### config.mk
export PLATFORM = sky130hd
export DESIGN_NAME = dar_result_bank
export DESIGN_NICKNAME = d
export VERILOG_FILES = /design/src/rtl/dar_result_bank.v
export VERILOG_INCLUDE_DIRS = /design/src /design/src/rtl
export SDC_FILE = /design/constraint.sdc
export NUM_CORES = 1
export LEC_CHECK = 0
export BUFFER_PORTS_ARGS = -buffer_cell sky130_fd_sc_hd__buf_4
export CAP_MARGIN = 20
export CORE_AREA = 10 10 112 140
export CTS_BUF_LIST = sky130_fd_sc_hd__clkbuf_8
export DETAILED_ROUTE_END_ITERATION = 10
export DIE_AREA = 0 0 122 150
export GPL_TIMING_DRIVEN = 0
export PLACE_DENSITY = 0.59
export SKIP_CTS_REPAIR_TIMING = 1
export SLEW_MARGIN = 10
export SYNTH_ARGS = -nofsm -noshare
export SYNTH_HDL_FRONTEND = slang
export SYNTH_SLANG_ARGS = --single-unit
### constraint.sdc
create_clock -name ref_clk -period 1.68 [get_ports ref_clk]
set_input_delay 0 -clock ref_clk [delete_from_list [all_inputs] [get_ports ref_clk]]
set_output_delay 0 -clock ref_clk [all_outputs]
set_load 0.02 [all_outputs]
### src/rtl/dar_defs.vh
// Register map, field positions and reset values of the result register bank
`ifndef DAR_DEFS_VH
`define DAR_DEFS_VH

// Register indices; the byte address is four times the index
`define DAR_IDX_CONTROL 10'h000
`define DAR_IDX_DIAG_TWO 10'h058
`define DAR_IDX_SIDE_ZERO 10'h059
`define DAR_IDX_SIDE_ONE 10'h05a
`define DAR_IDX_SIDE_TWO 10'h05b

// Control register fields
`define DAR_CTL_MEAS_EN 0
`define DAR_CTL_ANALOG_LO 1
`define DAR_CTL_ANALOG_HI 3
`define DAR_CTL_RATIO 4
`define DAR_CTL_WIDTH 5
`define DAR_CTL_RESET 5'h00

// Result field inside a 16-bit result register
`define DAR_RES_LO 2
`define DAR_RES_HI 15
`define DAR_RES_RESET 14'h0000
`define DAR_SIDE_COUNT 3

// AXI response codes
`define DAR_RESP_OKAY 2'h0
`define DAR_RESP_DECERR 2'h3

`endif

### src/rtl/dar_result_bank.v
// Diagnostic and auxiliary result registers behind an AXI4-Lite slave
//
// Added by the designer: the AXI4-Lite register port.
`timescale 1ns/10ps
`include "dar_defs.vh"

module dar_result_bank #(
    parameter ADDR_WIDTH = 12
) (
    // Clock and reset
    input wire ref_clk,
    input wire rst,
    // AXI4-Lite write address
    input wire [ADDR_WIDTH-1:0] s_axi_awaddr,
    input wire s_axi_awvalid,
    output wire s_axi_awready,
    // AXI4-Lite write data
    input wire [31:0] s_axi_wdata,
    input wire [3:0] s_axi_wstrb,
    input wire s_axi_wvalid,
    output wire s_axi_wready,
    // AXI4-Lite write response
    output wire [1:0] s_axi_bresp,
    output wire s_axi_bvalid,
    input wire s_axi_bready,
    // AXI4-Lite read address
    input wire [ADDR_WIDTH-1:0] s_axi_araddr,
    input wire s_axi_arvalid,
    output wire s_axi_arready,
    // AXI4-Lite read data
    output wire [31:0] s_axi_rdata,
    output wire [1:0] s_axi_rresp,
    output wire s_axi_rvalid,
    input wire s_axi_rready,
    // Measurement engine results
    input wire secondCheckDone,
    input wire [13:0] secondCheckValue,
    input wire sideInputDone,
    input wire [1:0] sideInputChannel,
    input wire [13:0] sideInputValueN,
    // Settings toward the measurement engine
    output wire sideInputMeasureEnable,
    output wire [2:0] sidePortAnalog,
    output wire ratiometricMode
);

    function [9:0] regIndex;
        input [ADDR_WIDTH-1:0] addr;
        begin
            regIndex = addr[11:2];
        end
    endfunction

    function isMapped;
        input [9:0] idx;
        begin
            isMapped = (idx == `DAR_IDX_CONTROL) || (idx == `DAR_IDX_DIAG_TWO) ||
                (idx == `DAR_IDX_SIDE_ZERO) || (idx == `DAR_IDX_SIDE_ONE) ||
                (idx == `DAR_IDX_SIDE_TWO);
        end
    endfunction

    // Aux word as software sees it; a non-analog port reads zero, stored value waits
    function [15:0] sideWord;
        input analog;
        input [13:0] value;
        begin
            sideWord = analog ? {value, 2'b00} : 16'h0000;
        end
    endfunction

    // One aux slot takes the engine result only when enabled and set analog
    function sideHit;
        input take;
        input [1:0] channel;
        input [1:0] slot;
        input analog;
        begin
            sideHit = take && (channel == slot) && analog;
        end
    endfunction

    reg [`DAR_CTL_WIDTH-1:0] control_q;
    reg [13:0] secondCheckValue_q;
    reg [13:0] sideInputValue0_q;
    reg [13:0] sideInputValue1_q;
    reg [13:0] sideInputValue2_q;

    reg awHeld_q;
    reg wHeld_q;
    reg [ADDR_WIDTH-1:0] awAddr_q;
    reg [31:0] wData_q;
    reg wStrb0_q;
    reg bValid_q;
    reg [1:0] bResp_q;
    reg rValid_q;
    reg [31:0] rData_q;
    reg [1:0] rResp_q;

    wire [9:0] wrIdx = regIndex(awAddr_q);
    wire wrFire = awHeld_q && wHeld_q && !bValid_q;

    assign s_axi_awready = !awHeld_q;
    assign s_axi_wready = !wHeld_q;
    assign s_axi_bvalid = bValid_q;
    assign s_axi_bresp = bResp_q;
    assign s_axi_arready = !rValid_q;
    assign s_axi_rvalid = rValid_q;
    assign s_axi_rdata = rData_q;
    assign s_axi_rresp = rResp_q;

    assign sideInputMeasureEnable = control_q[`DAR_CTL_MEAS_EN];
    assign sidePortAnalog = control_q[`DAR_CTL_ANALOG_HI:`DAR_CTL_ANALOG_LO];
    // Engine picks supply or reference as full scale from this bit
    // scale reference select
    assign ratiometricMode = control_q[`DAR_CTL_RATIO];

    // Write channel: address and data are taken in either order
    always @(posedge ref_clk) begin
        if (rst) begin
            awHeld_q <= 1'b0;
            wHeld_q <= 1'b0;
            awAddr_q <= {ADDR_WIDTH{1'b0}};
            wData_q <= 32'h00000000;
            wStrb0_q <= 1'b0;
            bValid_q <= 1'b0;
            bResp_q <= `DAR_RESP_OKAY;
            control_q <= `DAR_CTL_RESET;
        end else begin
            if (s_axi_awvalid && !awHeld_q) begin
                awHeld_q <= 1'b1;
                awAddr_q <= s_axi_awaddr;
            end
            if (s_axi_wvalid && !wHeld_q) begin
                wHeld_q <= 1'b1;
                wData_q <= s_axi_wdata;
                wStrb0_q <= s_axi_wstrb[0];
            end
            if (wrFire) begin
                awHeld_q <= 1'b0;
                wHeld_q <= 1'b0;
                bValid_q <= 1'b1;
                bResp_q <= isMapped(wrIdx) ? `DAR_RESP_OKAY : `DAR_RESP_DECERR;
                // Result registers ignore writes; only control takes data
                // results read-only
                if (wrIdx == `DAR_IDX_CONTROL && wStrb0_q) begin
                    control_q <= wData_q[`DAR_CTL_WIDTH-1:0];
                end
            end else if (bValid_q && s_axi_bready) begin
                bValid_q <= 1'b0;
            end
        end
    end

    // Read mux; masking at read keeps the stored value for when the port turns analog
    reg [15:0] rdWord;
    reg rdHit;
    always @* begin
        rdWord = 16'h0000;
        rdHit = 1'b1;
        case (regIndex(s_axi_araddr))
            `DAR_IDX_CONTROL: rdWord = {11'h000, control_q};
            `DAR_IDX_DIAG_TWO: rdWord = {secondCheckValue_q, 2'b00};
            `DAR_IDX_SIDE_ZERO: rdWord = sideWord(sidePortAnalog[0], sideInputValue0_q);
            `DAR_IDX_SIDE_ONE: rdWord = sideWord(sidePortAnalog[1], sideInputValue1_q);
            `DAR_IDX_SIDE_TWO: rdWord = sideWord(sidePortAnalog[2], sideInputValue2_q);
            default: rdHit = 1'b0;
        endcase
    end

    always @(posedge ref_clk) begin
        if (rst) begin
            rValid_q <= 1'b0;
            rData_q <= 32'h00000000;
            rResp_q <= `DAR_RESP_OKAY;
        end else if (s_axi_arvalid && !rValid_q) begin
            rValid_q <= 1'b1;
            // upper half zero; low two bits zero except on control reads
            rData_q <= {16'h0000, rdWord};
            rResp_q <= rdHit ? `DAR_RESP_OKAY : `DAR_RESP_DECERR;
        end else if (rValid_q && s_axi_rready) begin
            rValid_q <= 1'b0;
        end
    end

    // Result capture from the measurement engine
    wire sideTake = sideInputDone && sideInputMeasureEnable;
    always @(posedge ref_clk) begin
        if (rst) begin
            secondCheckValue_q <= `DAR_RES_RESET;
            sideInputValue0_q <= `DAR_RES_RESET;
            sideInputValue1_q <= `DAR_RES_RESET;
            sideInputValue2_q <= `DAR_RES_RESET;
        end else begin
            if (secondCheckDone) begin
                secondCheckValue_q <= secondCheckValue;
            end
            // A skipped channel sees no take, so its old value remains
            // hold when skipped
            if (sideHit(sideTake, sideInputChannel, 2'd0, sidePortAnalog[0])) begin
                sideInputValue0_q <= sideInputValueN;
            end
            if (sideHit(sideTake, sideInputChannel, 2'd1, sidePortAnalog[1])) begin
                sideInputValue1_q <= sideInputValueN;
            end
            if (sideHit(sideTake, sideInputChannel, 2'd2, sidePortAnalog[2])) begin
                sideInputValue2_q <= sideInputValueN;
            end
        end
    end

endmodule

==> run summary, run 1 <==
Status -> finished, violations left
Failing checks -> setup timing
Worst min path class -> input pin to flop
Gate Count Post-Synth -> 473
RSZ-0062 raised after global routing -> true
Die height -> 150 um
Most common library cells after synthesis -> dfxtp_1 (99), nor2_1 (68), mux2i_1 (62), nand2_1 (39), clkbuf_1 (25)
Top cell by count, worst path -> or4_4
Syn Area/Cell -> 9.16 sq um
Vias in the first global route -> 3856
Crit path largest cell delay -> 0.54 ns
Top-count cell post-synth -> dfxtp_1
Ys async rst share -> 0%
Post-synth EDFFs -> 0
DPL Wire Length -> 9940 um
Layout Nets -> 742
Worst path slowest cell -> or4_4
Remaining global-route overflow -> 0
FF-to-FF Start -> awAddr_q[3]$_SDFFE_PP0P_
Vias/cell -> 4.78
DRT iter0 DRCs -> 296
Slew @ Worst Pin -> 0.857 ns
CTS tree -> built
Root Buffer -> clkbuf_8
Fin. Hold Viols -> 0
Top_reg_cell synth -> dfxtp_1
Placed Area -> 5300 sq um
WL per Instance -> 16.5 um
Setup violations, final -> 5
Fin crit share -> 104%
CTS Buf Count -> 9
Area share of the largest cell type after synthesis -> 45.8%
H-tree Lvls -> 3
Die area -> 18300 sq um
Critical Path RT -> 1.92 ns
Clk buf depth -> 2
Yosys top cell by area -> dfxtp_1
Residual DRC -> 0
Syn. warnings -> 0
Site row count -> 47
Chip width -> 122 um
ANT cells -> 0
DR vias -> 3918
Register area share after synthesis -> 45.8%
Final core utilization -> 46.7%
Design Area, Final -> 6070 sq um
CTS clock-pin slew for the worst setup and hold paths -> 0.10 ns
Layout cells sized above 1 -> 26.7%
Crit path kind -> flop to flop
Clk_lat worst skew -> 0.37 ns
Antenna Violating Nets Remaining -> 0
First-pass GRT wire length -> 20400 um
Final Max Tran Viols -> 0
Crit-path cells -> or4_4 > or4_4 > o21ai_1 > a21oi_1
Distinct cell type count after synthesis -> 39
Static Leak -> 0.00246 uW
Power Density -> 744 nW/um^2
Area of the multi-input gates -> 2130 sq um
Worst path arrival time -> 1.99 ns
Hold path startpoint -> s_axi_araddr[4]
Fin worst setup slack -> -0.0694 ns
Post-Route WL -> 13500 um
# fillers -> 1258
Fmax -> 572 MHz
Crit. End Element -> flop
Clock Skew -> 0.0127 ns
Sink Count -> 99
Tot GR Track Use -> 14.2%
Max cap viols -> 0
Layout area overhead -> 40.1%
Port bufs -> 91
Critical Path Start -> awAddr_q[3]$_SDFFE_PP0P_
Largest net degree at the start of global routing -> 17
Initial Util -> 33.3%
Pre-CTS setup slack -> -0.286 ns
Max-slew headroom -> 42.8%
Initial antenna violation count -> 0
CORE AREA -> 13000 sq um
Yosys reg bits -> 99
Reg area -> 1990 sq um
Placer Congestion -> 0.869
Dominant cells by area after synthesis -> dfxtp_1 (46%), mux2i_1 (14%), nor2_1 (5.9%)
VDD IR-drop max -> 0.399 mV
Mapped cell area -> 4330 sq um
Pre-Repair DR Iteration Count -> 4
Crit-path max FO -> 5
Startpoint types -> flop
# IOs -> 145
Period minus WS final -> 1.75 ns
## registers in the layout, summed over array words and instances (netlist names), 5 cells and up
register and cells:
awAddr_q 10, control_q 5, s_axi_rdata 16, secondCheckValue_q 14, sideInputValue0_q 14, sideInputValue1_q 14, sideInputValue2_q 14, wData_q 5
## logic make-up (layout without fill, tap and decap cells)
logic type / Yosys count / in the layout / share of synthesized area, %
other: 1 / 16 / 0.0866
multiplexers: 62 / 62 / 14.3
buffers and inverters: 65 / 225 / 7.60
AND/OR/NAND/NOR: 162 / 162 / 17.9
flip-flops: 99 / 99 / 45.8
AO/OA/AOI/OAI: 84 / 84 / 14.3
## metrics by stage
step	instances	hold slack, ns	power, uW	TNS (ns)
after global placement	750	0.209	3030	-6.93
after global routing	819	0.0749	4700	-0.603
after detailed placement	750	0.214	3030	-7.36
final	819	0.0472	4510	-0.326
after CTS	766	-0.188	4440	-6.88
after floorplan	488	0.110	2790	-0.0402
## cell type report
class,count,area share [%]
Buffer,48,4.72
Clock buffer,10,2.27
Clock inverter,6,0.660
Inverter,15,0.928
Multi-Input combinational cell,324,35.1
Sequential cell,99,32.8
Tap cell,171,3.53
Timing Repair Buffer,146,20.0
## critical path, delay by kind of cell, from the launching register on
| kind | cells | cell delay (ns) |
|---|---|---|
| simple gates | 2 | 1.07 |
| compound gates | 2 | 0.22 |
| flops | 1 | 0.34 |
## worst paths after layout
check / cells past startpoint / slack [ns] / end
setup / recovery: 4 / -0.07 / control_q[0]$_SDFFE_PP0P_
hold / removal: 4 / 0.05 / s_axi_rdata[0]$_SDFFE_PP0P_
setup reg to reg: 4 / -0.07 / control_q[0]$_SDFFE_PP0P_
hold reg to reg: 2 / 0.46 / awAddr_q[9]$_SDFFE_PP0P_
## report_power, final
| group | total [uW] | leakage, uW | switching, uW | internal [uW] |
|---|---|---|---|---|
| combinational | 645 | 0.00157 | 324 | 321 |
| sequential | 2440 | 0.000807 | 38.6 | 2400 |
| clock | 1430 | 0.0000861 | 851 | 576 |
| total | 4510 | 0.00246 | 1210 | 3300 |
## layer usage
| layer | vias to the layer above | wire [um] | global-route usage, % |
|---|---|---|---|
| li1 | 1952 | - | - |
| met1 | 1826 | 5750 | 16.6 |
| met2 | 127 | 6450 | 23.7 |
| met3 | 13 | 1220 | 5.35 |
| met4 | 0 | 133 | 4.12 |
| met5 | - | 0 | 0 |
## cells in the final DEF (no fill, tap or decap), types with 4 or more instances in the layout
master	n
dfxtp_2	4
conb_1	16
nand2_1	39
clkbuf_8	10
buf_4	119
clkbuf_1	19
a221oi_2	10
o21ai_0	14
o21ai_1	4
mux2i_1	62
a21boi_1	7
dfxtp_1	94
nand2b_1	5
or4_4	4
nor2b_1	4
dlygate4sd3_1	48
nand3_1	22
nor2_1	68
inv_1	16
a221oi_1	5
a22oi_1	9
a21oi_1	22
Note: power is estimated with default switching activity, not from simulation.
==> inputs of run 2 (changes only) <==
--- a/config.mk
+++ b/config.mk
@@ -14,6 +14,7 @@
 export DIE_AREA = 0 0 122 150
 export GPL_TIMING_DRIVEN = 0
 export PLACE_DENSITY = 0.59
+export RECOVER_POWER = 25
 export SKIP_CTS_REPAIR_TIMING = 1
 export SLEW_MARGIN = 10
 export SYNTH_ARGS = -nofsm -noshare
==> run 2 against run 1 <==
  * The run still ends with setup timing left
  * Cell count is the same
  * Routed wire length grew 0.52%
  * Sequential share of layout area grew 0.42 points
  * Flip-flop and latch count is the same
  * Largest power group unchanged
  * Register-to-register slack is essentially flat
  * Total power shrank 0.28%
  * Global-route usage is the same
  * Count of clock-buffer cells in the layout is the same
==> run summary, run 2 (synthesis results as in run 1) <==
Design Area, Final -> 5980 sq um (-1.4%)
Clk_lat worst skew -> 0.37 ns (about the same)
Cell count after placement -> 750 (unchanged)
Pre-CTS setup slack -> -0.286 ns (unchanged)
CTS Buf Count -> 9 (unchanged)
Vias/cell -> 4.81 (+0.54%)
Status -> finished, violations left
Fin crit share -> 104% (about the same)
Clock Skew -> 0.0130 ns (+0.000295 ns)
Final Max Tran Viols -> 0 (unchanged)
DR vias -> 3939 (+0.54%)
Slew @ Worst Pin -> 0.853 ns (-0.00479 ns)
Die area -> 18300 sq um (unchanged)
Chip width -> 122 um (unchanged)
Worst path arrival time -> 1.98 ns (about the same)
Setup TNS -> -0.314 ns (+0.0117 ns)
Hold worst-path end -> s_axi_rdata[0]$_SDFFE_PP0P_
Hold path startpoint -> s_axi_araddr[4]
VDD IR-drop max -> 0.394 mV (-1.2%)
DPL Wire Length -> 9940 um (unchanged)
Max cap viols -> 0 (unchanged)
First-pass GRT wire length -> 20400 um (unchanged)
Remaining global-route overflow -> 0 (unchanged)
Vias in the first global route -> 3856 (unchanged)
Sink Count -> 99 (unchanged)
Commonest non-fill, non-tap cells in the layout -> buf_4 (97), dfxtp_1 (96), nor2_1 (68)
Pre-Repair DR Iteration Count -> 5 (+1)
Clk buf depth -> 2 (unchanged)
Critical Path RT -> 1.92 ns (about the same)
Port bufs -> 91 (unchanged)
Layout cells sized above 1 -> 23.0% (-3.7 points)
Max FFs per register -> 16 (unchanged)
Reg area -> 1990 sq um (-0.13%)
Crit. End Element -> flop
Hold path cells -> 4 (unchanged)
Placed Area -> 5300 sq um (unchanged)
RSZ-0062 raised after global routing -> true
Finished Layout Cells -> 819 (unchanged)
Crit path kind -> flop to flop
Failing checks -> setup timing
WL per Instance -> 16.6 um (+0.52%)
Site row count -> 47 (unchanged)
Power Density -> 752 nW/um^2 (+1.1%)
Layout Nets -> 742 (unchanged)
FF-to-FF Start -> awAddr_q[3]$_SDFFE_PP0P_
Static Leak -> 0.00237 uW (-3.8%)
Startpoint types -> flop
ANT cells -> 0 (unchanged)
R2r endpoint -> control_q[0]$_SDFFE_PP0P_
Placer Congestion -> 0.869 (unchanged)
Layout area overhead -> 38.2%
Fmax -> 572 MHz (about the same)
DRT iter0 DRCs -> 283 (-4.4%)
Initial Util -> 33.3% (unchanged)
FF-to-FF setup slack -> -0.07 ns (about the same)
Setup violations, final -> 5 (unchanged)
Residual DRC -> 0 (unchanged)
# fillers -> 1276 (+1.4%)
R2R cell count -> 4 (unchanged)
Max-slew headroom -> 43.2% (+0.32 points)
Root Buffer -> clkbuf_8
Fin. Hold Viols -> 0 (unchanged)
Antenna Violating Nets Remaining -> 0 (unchanged)
Area of the multi-input gates -> 2130 sq um (unchanged)
Largest net degree at the start of global routing -> 17 (unchanged)
Worst min path class -> input pin to flop
CTS clock-pin slew for the worst setup and hold paths -> 0.10 ns (about the same)
# IOs -> 145 (unchanged)
Post-Route WL -> 13600 um (+0.52%)
CORE AREA -> 13000 sq um (unchanged)
Overall power -> 4500 uW (-0.28%)
Initial antenna violation count -> 0 (unchanged)
Commonest non-fill, non-tap cell in the layout -> buf_4
H-tree Lvls -> 3 (unchanged)
Crit-path max FO -> 5 (unchanged)
Fin worst setup slack -> -0.0688 ns (+0.000622 ns)
Tot GR Track Use -> 14.2% (unchanged)
Period minus WS final -> 1.75 ns (-0.000622 ns)
Die height -> 150 um (unchanged)
CTS tree -> built
-- run 2: changes by cell type in the layout (fill, tap and decap cells not counted) --
cell      change
buf_4        -22
dfxtp_1       +2
dfxtp_2       -2
clkbuf_1     +22
-- run 2: worst max path at each step --
stage,startpoint,endpoint,slack (ns),cells after the start
2_1_floorplan,control_q[2]$_SDFFE_PP0P_,sideInputValue1_q[13]$_SDFFE_PP0P_,-0.004,7
3_5_place_dp,s_axi_araddr[7],s_axi_rdata[13]$_SDFFE_PP0P_,-0.29,6
6_report,awAddr_q[3]$_SDFFE_PP0P_,control_q[0]$_SDFFE_PP0P_,-0.07,4
5_1_grt,awAddr_q[3]$_SDFFE_PP0P_,control_q[4]$_SDFFE_PP0P_,-0.14,4
4_1_cts,s_axi_rvalid$_SDFFE_PP0P_,s_axi_rdata[12]$_SDFFE_PP0P_,-0.29,6
3_3_place_gp,s_axi_araddr[7],s_axi_rdata[13]$_SDFFE_PP0P_,-0.27,6
-- run 2: metal layers --
layer  vias up  track usage, %  routed length [um]
li1       1951               -                   -
met1      1839            16.6                5780
met2       134            23.7                6520
met3        15            5.35                1190
met4         0            4.12                 123
met5         -               0                   0
-- run 2: power breakdown --
group | switching [uW] | total [uW] | leakage (uW) | internal (uW)
combinational | 325 | 636 | 0.00148 | 311
clock | 848 | 1420 | 0.0000861 | 576
sequential | 38.6 | 2440 | 0.000806 | 2400
-- run 2: area by class of cell --
type / count / share of cell area, %
clock buffers: 10 / 2.30
repair buffers: 146 / 18.9
clock inverters: 6 / 0.669
multi-input cells: 324 / 35.6
plain buffers: 48 / 4.79
flip-flops and latches: 99 / 33.2
inverters: 15 / 0.941
well taps: 171 / 3.58
-- run 2: stage by stage --
stage	hold slack, ns	util (%)
floorplan	0.110	-
global placement	0.209	40.8
detailed placement	0.214	40.8
CTS	-0.188	42.2
global route	0.0749	46.0
finish	0.0519	46.0
-- run 2: critical path, cell delays in order, from the launching register on --
cell and delay (ns):
dfxtp_2 0.33, or4_4 0.53, or4_4 0.54, o21ai_1 0.14
a21oi_1 0.08
